[config.mk]
export PLATFORM = sky130hd
export DESIGN_NAME = lcdd_core
export DESIGN_NICKNAME = d
export VERILOG_FILES = /design/src/hw/lcdd_ram.v /design/src/hw/lcdd_core.v
export VERILOG_INCLUDE_DIRS = /design/src /design/src/hw
export SDC_FILE = /design/constraint.sdc
export NUM_CORES = 2
export LEC_CHECK = 0
export ABC_CLOCK_PERIOD_IN_PS = 26900
export BUFFER_PORTS_ARGS = -buffer_cell sky130_fd_sc_hd__buf_4
export CAP_MARGIN = 20
export CELL_PAD_IN_SITES_DETAIL_PLACEMENT = 2
export CELL_PAD_IN_SITES_GLOBAL_PLACEMENT = 2
export CORE_MARGIN = 5
export CORE_UTILIZATION = 45
export CTS_BUF_LIST = sky130_fd_sc_hd__clkbuf_16
export CTS_CLUSTER_DIAMETER = 120
export DETAILED_ROUTE_END_ITERATION = 10
export PLACE_DENSITY = 0.78
export SETUP_SLACK_MARGIN = 0.15
export SYNTH_ARGS = -nofsm -noshare
export SYNTH_HDL_FRONTEND = slang
export SYNTH_SLANG_ARGS = --single-unit
[constraint.sdc]
create_clock -name core_clk -period 26.9 [get_ports core_clk]
set_input_delay 5.38 -clock core_clk [delete_from_list [all_inputs] [get_ports core_clk]]
set_output_delay 5.38 -clock core_clk [all_outputs]
set_load 0.05 [all_outputs]
[src/hw/lcdd_defs.vh]
// register map, field positions, clear fill values and timing for the lcd decoder
`ifndef LCDD_DEFS_VH
`define LCDD_DEFS_VH

// axi4-lite register byte offsets
`define LCDD_AW 8
`define LCDD_OFS_CMD 8'h00
`define LCDD_OFS_RESULT 8'h04
`define LCDD_OFS_STATUS 8'h08
`define LCDD_OFS_MODE 8'h0c
`define LCDD_OFS_EXTCFG 8'h10
`define LCDD_RESP_OKAY 2'b00
`define LCDD_RESP_SLVERR 2'b10

// command word layout
`define LCDD_CMD_RS 9
`define LCDD_CMD_RW 8

// status register fields
`define LCDD_ST_BUSY 0
`define LCDD_ST_EXT 1
`define LCDD_ST_GLYPH 2
`define LCDD_ST_AC_LSB 8
`define LCDD_ST_SHIFT_LSB 16

// mode register fields
`define LCDD_MD_DISP 0
`define LCDD_MD_CUR 1
`define LCDD_MD_BLINK 2
`define LCDD_MD_WIDE 3
`define LCDD_MD_TWOLINE 4
`define LCDD_MD_INC 5
`define LCDD_MD_AUTO 6

// extended config fields
`define LCDD_EX_BIAS_LSB 0
`define LCDD_EX_INTRES 2
`define LCDD_EX_SCAN_LSB 4
`define LCDD_EX_LEN_LSB 8

// clear fill pattern and last text address of the fill
`define LCDD_SPACE_CODE 8'h20
`define LCDD_LAST_TEXT 7'h7f

// timing: times in ns, clock period in ns
`define LCDD_CLK_NS 5
`define LCDD_CLEAR_NS 1520000
`define LCDD_EXEC_NS 37000
`define LCDD_CLEAR_CYC (`LCDD_CLEAR_NS / `LCDD_CLK_NS)
`define LCDD_EXEC_CYC (`LCDD_EXEC_NS / `LCDD_CLK_NS)

`endif

[src/hw/lcdd_ram.v]
// combined text and glyph ram with registered read data
`timescale 1ns/1ps
module lcdd_ram (
  // clock
  input wire core_clk,
  // write port
  input wire wr_en,
  input wire [7:0] wr_addr,
  input wire [7:0] wr_data,
  // read port
  input wire rd_en,
  input wire [7:0] rd_addr,
  output reg [7:0] rd_data
);
  reg [7:0] mem [0:255];

  // contents are not reset; software clears the text area by command
  always @(posedge core_clk) begin
    if (wr_en) begin
      mem[wr_addr] <= wr_data;
    end
    if (rd_en) begin
      rd_data <= mem[rd_addr];
    end
  end
endmodule

[src/hw/lcdd_core.v]
// character lcd instruction decoder with axi4-lite command port
//
// The implementer's own choices: the AXI4-Lite register port and the register offsets.
`timescale 1ns/1ps
`include "lcdd_defs.vh"
// Functional notes
// - basic set plus common commands when extended clear
// - extended set decodes overlapping codes as extended
// - set switches only through function set
// - clear fills spaces, zeroes counter, long busy
// - home zeroes counter and display shift
// - display control latches enable, cursor, blink
// - shift moves cursor or display only
// - function set latches bus width, line count
// - status read returns busy and counter
// - data write stores byte into selected ram
// - data read returns byte from selected ram
// - entry mode latches step direction, auto move
// - glyph address load selects glyph ram
// - text address load selects text ram
// - bias field picks external or internal resistor
// - extended address form stores serial length
// - commands refused while busy
// - counter steps after every data access
// - step direction picks increment or decrement
// - function set carries the set select
module lcdd_core #(
  parameter CLEAR_CYC = `LCDD_CLEAR_CYC,
  parameter EXEC_CYC = `LCDD_EXEC_CYC
) (
  // clock and reset
  input wire core_clk,
  input wire rst_n,
  // write address channel
  input wire [`LCDD_AW-1:0] s_axi_awaddr,
  input wire s_axi_awvalid,
  output reg s_axi_awready,
  // write data channel
  input wire [31:0] s_axi_wdata,
  input wire [3:0] s_axi_wstrb,
  input wire s_axi_wvalid,
  output reg s_axi_wready,
  // write response channel
  output reg [1:0] s_axi_bresp,
  output reg s_axi_bvalid,
  input wire s_axi_bready,
  // read address channel
  input wire [`LCDD_AW-1:0] s_axi_araddr,
  input wire s_axi_arvalid,
  output reg s_axi_arready,
  // read data channel
  output reg [31:0] s_axi_rdata,
  output reg [1:0] s_axi_rresp,
  output reg s_axi_rvalid,
  input wire s_axi_rready
);
  localparam ST_IDLE = 4'b0001;
  localparam ST_FILL = 4'b0010;
  localparam ST_RDWT = 4'b0100;
  localparam ST_WAIT = 4'b1000;
  localparam OP_NONE = 4'h0, OP_CLEAR = 4'h1, OP_HOME = 4'h2, OP_DISP = 4'h3, OP_SHIFT = 4'h4;
  localparam OP_FUNC = 4'h5, OP_STAT = 4'h6, OP_WR = 4'h7, OP_RD = 4'h8, OP_ENTRY = 4'h9;
  localparam OP_GADDR = 4'ha, OP_TADDR = 4'hb, OP_BIAS = 4'hc, OP_SCAN = 4'hd, OP_LEN = 4'he;
  localparam [18:0] CLEAR_N = CLEAR_CYC[18:0];
  localparam [18:0] EXEC_N = EXEC_CYC[18:0];
  // one step of a 7-bit position; glyph addresses wrap within 6 bits
  function [6:0] step7;
    input [6:0] val;
    input up;
    input glyph;
    reg [6:0] nv;
    begin
      nv = up ? val + 7'd1 : val - 7'd1;
      step7 = glyph ? {1'b0, nv[5:0]} : nv;
    end
  endfunction
  reg [3:0] state_r, scan_r, wstrb_r;
  reg [18:0] timer_r;
  reg [6:0] fill_r, ac_r, disp_shift_r, xfer_len_r;
  reg glyph_sel_r, disp_on_r, cur_on_r, blink_r, wide_bus_r, two_line_r, ext_r;
  reg entry_inc_r, auto_move_r, cmd_go_r, aw_got_r, w_got_r;
  reg [1:0] bias_r;
  reg [7:0] res_r;
  reg [9:0] cmd_r;
  reg [`LCDD_AW-1:0] awaddr_r;
  reg [31:0] wdata_r;
  wire busy_flag;
  wire [7:0] mem_rdata;
  wire [7:0] mem_addr;
  reg [3:0] op;
  reg mem_we, mem_re;
  reg [7:0] mem_waddr, mem_wdata;
  // the cycle between bus acceptance and execution already counts as busy
  assign busy_flag = cmd_go_r | (state_r != ST_IDLE);
  assign mem_addr = {glyph_sel_r, ac_r};
  // instruction decode; common group has priority in both sets
  always @* begin
    op = OP_NONE;
    if (cmd_r[`LCDD_CMD_RS] && cmd_r[`LCDD_CMD_RW]) begin
      op = OP_RD;
    end else if (cmd_r[`LCDD_CMD_RS]) begin
      op = OP_WR;
    end else if (cmd_r[`LCDD_CMD_RW]) begin
      op = OP_STAT;
    end else if (cmd_r[7:0] == 8'h01) begin
      op = OP_CLEAR;
    end else if (cmd_r[7:1] == 7'h01) begin
      op = OP_HOME;
    end else if (cmd_r[7:3] == 5'h01) begin
      op = OP_DISP;
    end else if (cmd_r[7:4] == 4'h1) begin
      op = OP_SHIFT;
    end else if (cmd_r[7:5] == 3'h1) begin
      op = OP_FUNC;
    end else if (!ext_r) begin
      if (cmd_r[7:2] == 6'h01) begin
        op = OP_ENTRY;
      end else if (cmd_r[7:6] == 2'h1) begin
        op = OP_GADDR;
      end else if (cmd_r[7]) begin
        op = OP_TADDR;
      end
    end else begin
      if (cmd_r[7:2] == 6'h01) begin
        op = OP_BIAS;
      end else if (cmd_r[7:4] == 4'h0) begin
        op = OP_SCAN;
      end else if (cmd_r[7]) begin
        op = OP_LEN;
      end
    end
  end
  // ram port control
  always @* begin
    mem_we = 1'b0;
    mem_waddr = mem_addr;
    mem_wdata = cmd_r[7:0];
    mem_re = 1'b0;
    if (state_r == ST_FILL) begin
      mem_we = 1'b1;
      mem_waddr = {1'b0, fill_r};
      mem_wdata = `LCDD_SPACE_CODE;
    end else if (state_r == ST_IDLE && cmd_go_r) begin
      mem_we = (op == OP_WR);
      mem_re = (op == OP_RD);
    end
  end
  lcdd_ram u_ram (
    .core_clk(core_clk),
    .wr_en(mem_we),
    .wr_addr(mem_waddr),
    .wr_data(mem_wdata),
    .rd_en(mem_re),
    .rd_addr(mem_addr),
    .rd_data(mem_rdata)
  );
  // command execution
  always @(posedge core_clk) begin
    if (!rst_n) begin
      state_r <= ST_IDLE;
      timer_r <= 19'd0;
      fill_r <= 7'd0;
      ac_r <= 7'd0;
      glyph_sel_r <= 1'b0;
      disp_on_r <= 1'b0;
      cur_on_r <= 1'b0;
      blink_r <= 1'b0;
      wide_bus_r <= 1'b1;
      two_line_r <= 1'b0;
      ext_r <= 1'b0;
      entry_inc_r <= 1'b1;
      auto_move_r <= 1'b0;
      disp_shift_r <= 7'd0;
      bias_r <= 2'b00;
      scan_r <= 4'h0;
      xfer_len_r <= 7'd0;
      res_r <= 8'h00;
    end else begin
      case (state_r)
        ST_IDLE: begin
          if (cmd_go_r) begin
            timer_r <= EXEC_N;
            state_r <= ST_WAIT;
            case (op)
              OP_CLEAR: begin
                timer_r <= CLEAR_N;
                fill_r <= 7'd0;
                ac_r <= 7'd0;
                glyph_sel_r <= 1'b0;
                disp_shift_r <= 7'd0;
                entry_inc_r <= 1'b1;
                state_r <= ST_FILL;
              end
              OP_HOME: begin
                ac_r <= 7'd0;
                glyph_sel_r <= 1'b0;
                disp_shift_r <= 7'd0;
                state_r <= ST_IDLE;
              end
              OP_DISP: begin
                disp_on_r <= cmd_r[2];
                cur_on_r <= cmd_r[1];
                blink_r <= cmd_r[0];
              end
              OP_SHIFT: begin
                if (cmd_r[3]) begin
                  disp_shift_r <= step7(disp_shift_r, cmd_r[2], 1'b0);
                end else begin
                  ac_r <= step7(ac_r, cmd_r[2], glyph_sel_r);
                end
              end
              OP_FUNC: begin
                wide_bus_r <= cmd_r[4];
                two_line_r <= cmd_r[3];
                ext_r <= cmd_r[2];
              end
              OP_STAT: begin
                // only reached when idle, so the flag always reads clear here
                res_r <= {1'b0, ac_r};
                state_r <= ST_IDLE;
              end
              OP_WR: begin
                ac_r <= step7(ac_r, entry_inc_r, glyph_sel_r);
                if (auto_move_r && !glyph_sel_r) begin
                  disp_shift_r <= step7(disp_shift_r, ~entry_inc_r, 1'b0);
                end
              end
              OP_RD: state_r <= ST_RDWT;
              OP_ENTRY: begin
                entry_inc_r <= cmd_r[1];
                auto_move_r <= cmd_r[0];
              end
              OP_GADDR: begin
                ac_r <= {1'b0, cmd_r[5:0]};
                glyph_sel_r <= 1'b1;
              end
              OP_TADDR: begin
                ac_r <= cmd_r[6:0];
                glyph_sel_r <= 1'b0;
              end
              OP_BIAS: bias_r <= cmd_r[1:0];
              OP_SCAN: scan_r <= cmd_r[3:0];
              OP_LEN: xfer_len_r <= cmd_r[6:0];
              // undecoded words finish in one cycle, like home and status read
              default: state_r <= ST_IDLE;
            endcase
          end
        end
        ST_FILL: begin
          timer_r <= timer_r - 19'd1;
          fill_r <= fill_r + 7'd1;
          if (fill_r == `LCDD_LAST_TEXT) begin
            state_r <= ST_WAIT;
          end
        end
        ST_RDWT: begin
          timer_r <= timer_r - 19'd1;
          res_r <= mem_rdata;
          ac_r <= step7(ac_r, entry_inc_r, glyph_sel_r);
          state_r <= ST_WAIT;
        end
        ST_WAIT: begin
          timer_r <= timer_r - 19'd1;
          if (timer_r == 19'd1) begin
            state_r <= ST_IDLE;
          end
        end
        default: state_r <= ST_IDLE;
      endcase
    end
  end
  // axi4-lite write side; a command write while busy is dropped
  always @(posedge core_clk) begin
    if (!rst_n) begin
      s_axi_awready <= 1'b1;
      s_axi_wready <= 1'b1;
      s_axi_bvalid <= 1'b0;
      s_axi_bresp <= `LCDD_RESP_OKAY;
      aw_got_r <= 1'b0;
      w_got_r <= 1'b0;
      awaddr_r <= {`LCDD_AW{1'b0}};
      wdata_r <= 32'h0000_0000;
      wstrb_r <= 4'h0;
      cmd_go_r <= 1'b0;
      cmd_r <= 10'h000;
    end else begin
      cmd_go_r <= 1'b0;
      if (s_axi_awvalid && s_axi_awready) begin
        aw_got_r <= 1'b1;
        awaddr_r <= s_axi_awaddr;
        s_axi_awready <= 1'b0;
      end
      if (s_axi_wvalid && s_axi_wready) begin
        w_got_r <= 1'b1;
        wdata_r <= s_axi_wdata;
        wstrb_r <= s_axi_wstrb;
        s_axi_wready <= 1'b0;
      end
      if (aw_got_r && w_got_r && !s_axi_bvalid) begin
        aw_got_r <= 1'b0;
        w_got_r <= 1'b0;
        s_axi_bvalid <= 1'b1;
        s_axi_bresp <= `LCDD_RESP_OKAY;
        if (awaddr_r == `LCDD_OFS_CMD) begin
          // both low lanes needed: the command word spans bits 9..0
          if (!busy_flag && wstrb_r[1:0] == 2'b11) begin
            cmd_go_r <= 1'b1;
            cmd_r <= wdata_r[9:0];
          end
        end else begin
          s_axi_bresp <= `LCDD_RESP_SLVERR;
        end
      end
      if (s_axi_bvalid && s_axi_bready) begin
        s_axi_bvalid <= 1'b0;
        s_axi_awready <= 1'b1;
        s_axi_wready <= 1'b1;
      end
    end
  end
  // axi4-lite read side
  always @(posedge core_clk) begin
    if (!rst_n) begin
      s_axi_arready <= 1'b1;
      s_axi_rvalid <= 1'b0;
      s_axi_rdata <= 32'h0000_0000;
      s_axi_rresp <= `LCDD_RESP_OKAY;
    end else begin
      if (s_axi_arvalid && s_axi_arready) begin
        s_axi_arready <= 1'b0;
        s_axi_rvalid <= 1'b1;
        s_axi_rresp <= `LCDD_RESP_OKAY;
        s_axi_rdata <= 32'h0000_0000;
        if (s_axi_araddr == `LCDD_OFS_CMD) begin
          s_axi_rdata[9:0] <= cmd_r;
        end else if (s_axi_araddr == `LCDD_OFS_RESULT) begin
          s_axi_rdata[7:0] <= res_r;
        end else if (s_axi_araddr == `LCDD_OFS_STATUS) begin
          s_axi_rdata[`LCDD_ST_BUSY] <= busy_flag;
          s_axi_rdata[`LCDD_ST_EXT] <= ext_r;
          s_axi_rdata[`LCDD_ST_GLYPH] <= glyph_sel_r;
          s_axi_rdata[`LCDD_ST_AC_LSB +: 7] <= ac_r;
          s_axi_rdata[`LCDD_ST_SHIFT_LSB +: 7] <= disp_shift_r;
        end else if (s_axi_araddr == `LCDD_OFS_MODE) begin
          s_axi_rdata[`LCDD_MD_DISP] <= disp_on_r;
          s_axi_rdata[`LCDD_MD_CUR] <= cur_on_r;
          s_axi_rdata[`LCDD_MD_BLINK] <= blink_r;
          s_axi_rdata[`LCDD_MD_WIDE] <= wide_bus_r;
          s_axi_rdata[`LCDD_MD_TWOLINE] <= two_line_r;
          s_axi_rdata[`LCDD_MD_INC] <= entry_inc_r;
          s_axi_rdata[`LCDD_MD_AUTO] <= auto_move_r;
        end else if (s_axi_araddr == `LCDD_OFS_EXTCFG) begin
          s_axi_rdata[`LCDD_EX_BIAS_LSB +: 2] <= bias_r;
          s_axi_rdata[`LCDD_EX_INTRES] <= (bias_r != 2'b00);
          s_axi_rdata[`LCDD_EX_SCAN_LSB +: 4] <= scan_r;
          s_axi_rdata[`LCDD_EX_LEN_LSB +: 7] <= xfer_len_r;
        end else begin
          s_axi_rresp <= `LCDD_RESP_SLVERR;
        end
      end
      if (s_axi_rvalid && s_axi_rready) begin
        s_axi_rvalid <= 1'b0;
        s_axi_arready <= 1'b1;
      end
    end
  end
endmodule

# Word level (Yosys, flattened, before mapping)
# Memory sizes are Yosys's and may differ from the RTL's. A register that Yosys moved wholly into a read port is not among the register bits.
# Cells that the tools add are included.
totals:
  ff_bits: 138
  ram_bits: 2048
  output_inout_bits: 41
  wordCells: 206
  mem_count: 1
mem_list:
  columns: ["name", "depth", "word_bits", "rd", "rd_ports_with_merged_regs", "wr", "line_no", "rtl"]
  rows:
  - ["u_ram.mem", 256, 8, 1, 1, 1, "lcdd_ram.v:15", "reg [7:0] mem [0:255];"]
op_classes:
  add_sub_neg: 6
  n_eq_ne: 42
  n_mux: 75
  n_bitwise: 2
  n_reduce_logical: 47
ops:
  columns: ["op", "count"]
  rows:
  - ["$mux W7", 17]
  - ["$mux W4", 18]
  - ["$mux W8", 6]
  - ["$reduce_and A3 Y1", 13]
  - ["$mux W19", 2]
  - ["$pmux W19 S2", 1]
  - ["$pmux W7 S5", 1]
  - ["$eq A4 B4 Y1 const B", 8]
  - ["$pmux W7 S2", 2]
  - ["$add A7 B1 Y7 const B", 3]
  - ["$pmux W7 S3", 1]
  - ["$eq A4 B3 Y1 const B", 5]
  - ["$eq A19 B1 Y1 const B", 1]
  - ["$sub A19 B1 Y19 const B", 1]
  - ["$eq A8 B4 Y1 const B", 2]
  - ["$logic_not A8 Y1", 2]
  - ["$pmux W4 S4", 1]
  - ["$pmux W8 S2", 1]
  - ["$sub A7 B1 Y7 const B", 2]
  - ["$eq A4 B1 Y1 const B", 3]
  - ["$eq A4 B2 Y1 const B", 3]
  - ["$mux W2", 6]
  - ["$mux W3", 4]
  - ["$pmux W4 S3", 1]
  - ["33 further kinds", 68]

# Longest topological paths before layout
logic_depth:
  depth_word: 17
  ltp_mapped: 13
  ltp_nobuf: 9

# Hierarchy
# Synthesis repeated with hierarchy kept, for this count alone.
unflattened:
  cells_unflattened: 4659
  area_unflattened_um2: 86944.6
by_module_without_submodules:
  columns: ["module", "n_inst", "cells_each", "area_per_inst_um2", "seq_area_each_um2"]
  rows:
  - ["lcdd_ram", 1, 3733, 79636.4, 61739.2]
  - ["lcdd_core", 1, 926, 7308.3, 2722.6]

# Worst setup path after synthesis
# OpenSTA, ideal clock, no wires.
synth_path:
  kind: "register to register"
  from: "reg cmd_r[2]"
  to: "mem u_ram.mem[0][2], data pin"
  setup_time_ns: 1.453
  arrival_time_ns: 7.559
  required_time_ns: 25.447
  setup_slack_ns: 17.888
  stages_incl_launch_ff: 5
  path_buffers: 3
  synth_period_minus_slack_ns: 9.012
  path_cell_list: "dfxtp_1 > clkbuf_1 > clkbuf_1 > clkbuf_1 > nor2b_1"
synth_via:
  elab_chain_len: 1
synth_rtl:
  columns: ["item", "line_no", "rtl"]
  rows:
  - ["from (decl)", "lcdd_core.v:84", "reg [9:0] cmd_r;"]
  - ["from (signal assigned)", "lcdd_core.v:308", "cmd_r <= wdata_r[9:0];"]
  - ["$mux W8", "lcdd_core.v:139", "if (state_r == ST_FILL) begin"]
  - ["net mem_wdata[2]", "lcdd_core.v:92", "reg [7:0] mem_waddr, mem_wdata;"]
  - ["to (decl)", "lcdd_ram.v:15", null]
# The timed path passes the listed nets, and every way through them passes these cells.

# Final worst setup path
layout_path:
  from: "reg s_axi_awready"
  to: "out s_axi_awready"
layout_lines:
  columns: ["item", "line_no", "rtl"]
  rows:
  - ["from (decl)", "lcdd_core.v:37", "output reg s_axi_awready,"]
  - ["from (signal assigned)", "lcdd_core.v:275", "s_axi_awready <= 1'b1;"]
  - ["from (signal assigned)", "lcdd_core.v:291", "s_axi_awready <= 1'b0;"]
  - ["from (signal assigned)", "lcdd_core.v:316", "s_axi_awready <= 1'b1;"]
# No word-level cell between the ends.

==> flow_summary_export.csv <==
group,metric,value,unit
yosys,ys_seq_area_frac,0.7435,
setup_path,cpLargestDelayFamily,"flip-flops",
cts,post_cts_buffers,0,
cts,cts_made_buffers,224,
yosys,synth_top_area_share,0.7121,
flow_run,cap_violations,0,
setup_path,timing.rr.start,"ac_r[0]$_SDFFE_PN0P_",
sta,rsz0062_at_grt,"no",
yosys,synth_edf_count,2056,
final_layout,layout_common_cells,"2056 x edfxtp_1, 628 x mux4_2, 399 x nor2_1",
die,ios,100,
sta,hold_slack,454.9,ps
yosys,synth_cell_types,78,
route,drtPass1Iterations,6,
cts,tritoncts,"done",
yosys,synth_flop_cell,"edfxtp_1",
worst_hold_path,hold_path_startpoint,"awaddr_r[0]$_SDFFE_PN0P_",
final_layout,drive_above_1_share,0.2497,
sta,fmax,140.6,MHz
worst_hold_path,hold_path_class,"flip-flop to flip-flop",
sta,slew_viol_final,50,
cts,h-tree-depth,4,
setup_path,cp-start-kind,"flip-flop",
cts,cts_sinks,2192,
route,via_per_inst,7.006,
final_layout,mostFrequentLayoutCell,"edfxtp_1",
setup_path,cp_max_fo,12,
global_routing,grtUsageTotal,0.3069,
route,drc,0,
sta,fin_ws,19790,ps
yosys,synth_top_area_cell,"edfxtp_1",
sta,skew,49.76,ps
global_routing,grt_antenna_before_repair,17,
cts,cts_resized,0,
yosys,synthTopCellsByArea,"edfxtp_1 71%, mux4_2 16%, dfxtp_1 3.1%",
pwr,design_power_total,0.006938,W
setup_path,arrival,1730,ps
die,die_w,448.9,um
die,start_util,0.4511,
setup_path,slowest_delay,560,ps
die,die_area,201500,sq um
placed_design,gp_congestion,0.8167,
setup_path,reg2reg_slack,20910,ps
sta,setup_viol,0,
die,fp-row-count,161,
yosys,synthArstFlopShare,0,
sta,final_hold_viol_count,0,
setup_path,crit_buf_inv,1,
worst_hold_path,min_path_cells,2,
cts,cts_root_buffer,"clkbuf_16",
setup_path,path_class,"flip-flop to output pin",
route,wire_per_inst,45.98,um
setup_path,end_kind,"output pin",
worst_hold_path,hold_path_end,"awaddr_r[0]$_SDFFE_PN0P_",
setup_path,cp.required,21520,ps
yosys,ys_ff_latch,2192,
global_routing,first_global_vias,50710,
cts,cts_buffer_depth,3,
route,drt_iter0_markers,7701,
placed_design,port_buffers,63,
cts,clk_latency,910,ps
yosys,yosysWarnings,0,
yosys,avgSynthCellArea,20.06,sq um
run_status,violations,"max-slew violations",
final_layout,layout.nets,4508,
global_routing,grt_remaining_overflow,0,
pwr,power_density,71.26,nW/um^2
global_routing,grt_max_degree,245,
run_status,status,"complete, but fails checks",
setup_path,r2r_cells,8,
cts,path_clk_slew,60,ps
route,drt_wl_total,329.3,mm
setup_path,reg2reg_to,"u_ram.rd_data[5]$_DFFE_PP_",
sta,setup_tns,0,ps
sta,finalCritPeriodShare,0.2644,
sta,min_period,7113,ps
sta,worstMarginPinSlew,1531,ps
die,fp.dieH,448.9,um
pwr,peakVddDrop,0.07578,mV
cts,postCtsHoldBufs,0,
sta,relSlewSlack,-0.02087,
setup_path,cp_slowest_cell,"dfxtp_1",
route,ant_nets,0,
setup_path,crit_chain,"buf_4",
placed_design,dp_slack,19180,ps
pwr,leakagePower,30.00,nW
yosys,synthesis.area,86700,sq um
die,core_area,192200,sq um
final_layout,area_growth_syn_to_layout,12.31,%
route,vias,50190,
placed_design,dp_hpwl,177.1,mm
global_routing,grt_pass1_wl,436.2,mm
yosys,synth_cells,4321,
==> synthesized netlist by cell type (all sizes together) (12+ instances only) <==
master,number
a211oi,14
a21oi,101
a221oi,13
a22oi,41
a31oi,19
buf,148
clkbuf,140
dfxtp,136
edfxtp,2056
inv,18
mux2i,75
mux4,628
nand2,145
nand2b,12
nand3,36
nor2,404
nor2b,21
nor3,50
nor4,13
o21ai,49
o221ai,16
o22ai,12
or3,15
xnor2,16
==> registers in the layout, summed over array words and instances, names as in the netlist, 2 cells and up <==
signal         cells
fill_r             7
wstrb_r            2
scan_r             4
xfer_len_r         7
ac_r               7
bias_r             2
s_axi_rdata       22
disp_shift_r       7
u_ram.mem       2048
cmd_r             10
timer_r           19
res_r              8
state_r            4
awaddr_r           8
u_ram.rd_data      8
wdata_r           10
==> cell type report <==
cell class                 count  area, sq um
antenna                        4        10.01
clock buffer                 227         5680
clock inverter               190         1380
fill                       16670        94810
inverter                      18        68.82
multi-input combinational   1834        20950
sequential                  2192        64480
tap                         2526         3161
timing repair buffer         172         1640
==> cell families after synthesis <==
group                      count (synthesis)  share of synthesized area
and+or+nand+nor                          750                    0.03804
xor gates and xnor gates                  26                   0.002626
DFF                                     2192                     0.7435
adders and majority gates                  7                   0.001010
buffers and inverters                    306                    0.01686
other                                      1                 0.00004325
muxes                                    704                     0.1719
AOI/OAI and AO/OA                        335                    0.02599
==> per-layer routing <==
metal | vias to the layer above | wire length, um | GRT usage
met3 | 907 | 30720 | 0.06266
met2 | 4070 | 157700 | 0.4946
li1 | 18000 | - | -
met5 | - | 80 | 0
met4 | 12 | 16850 | 0.1184
met1 | 27200 | 124000 | 0.4156
==> tightest hold or removal path: cells and delay by family, from the launching register on <==
family          cells  cell delay (ps)
compound gates      1               50
flops               1              310
simple gates        1               50
==> through the flow <==
stage,instance area (sq um),util,instances
2_1_floorplan,86740,-,4332
3_3_place_gp,89810,0.4673,6715
3_5_place_dp,89890,0.4677,6719
4_1_cts,96950,0.5045,7136
5_1_grt,97360,0.5066,7159
6_report,97370,0.5067,7163
==> where the power goes <==
part / leakage [nW] / internal, W / switching, W
Sequential: 20.1 / 0.00367 / 0.00000361
Combinational: 6.22 / 0.0000150 / 0.0000346
Clock: 3.64 / 0.00168 / 0.00153
==> how the worst max path moves through the flow <==
stage	from	end	depth (start not counted)
finish	s_axi_awready$_SDFFE_PP1P_	s_axi_awready	1
global route	s_axi_awready$_SDFFE_PP1P_	s_axi_awready	1
CTS	s_axi_awready$_SDFFE_PP1P_	s_axi_awready	1
detailed placement	rst_n	ac_r[1]$_SDFFE_PN0P_	5
global placement	rst_n	ac_r[1]$_SDFFE_PN0P_	5
floorplan	cmd_r[2]$_SDFFE_PN0P_	u_ram.mem[0][2]$_DFFE_PP_	4
No activity file was read; power rests on OpenSTA's default activity.
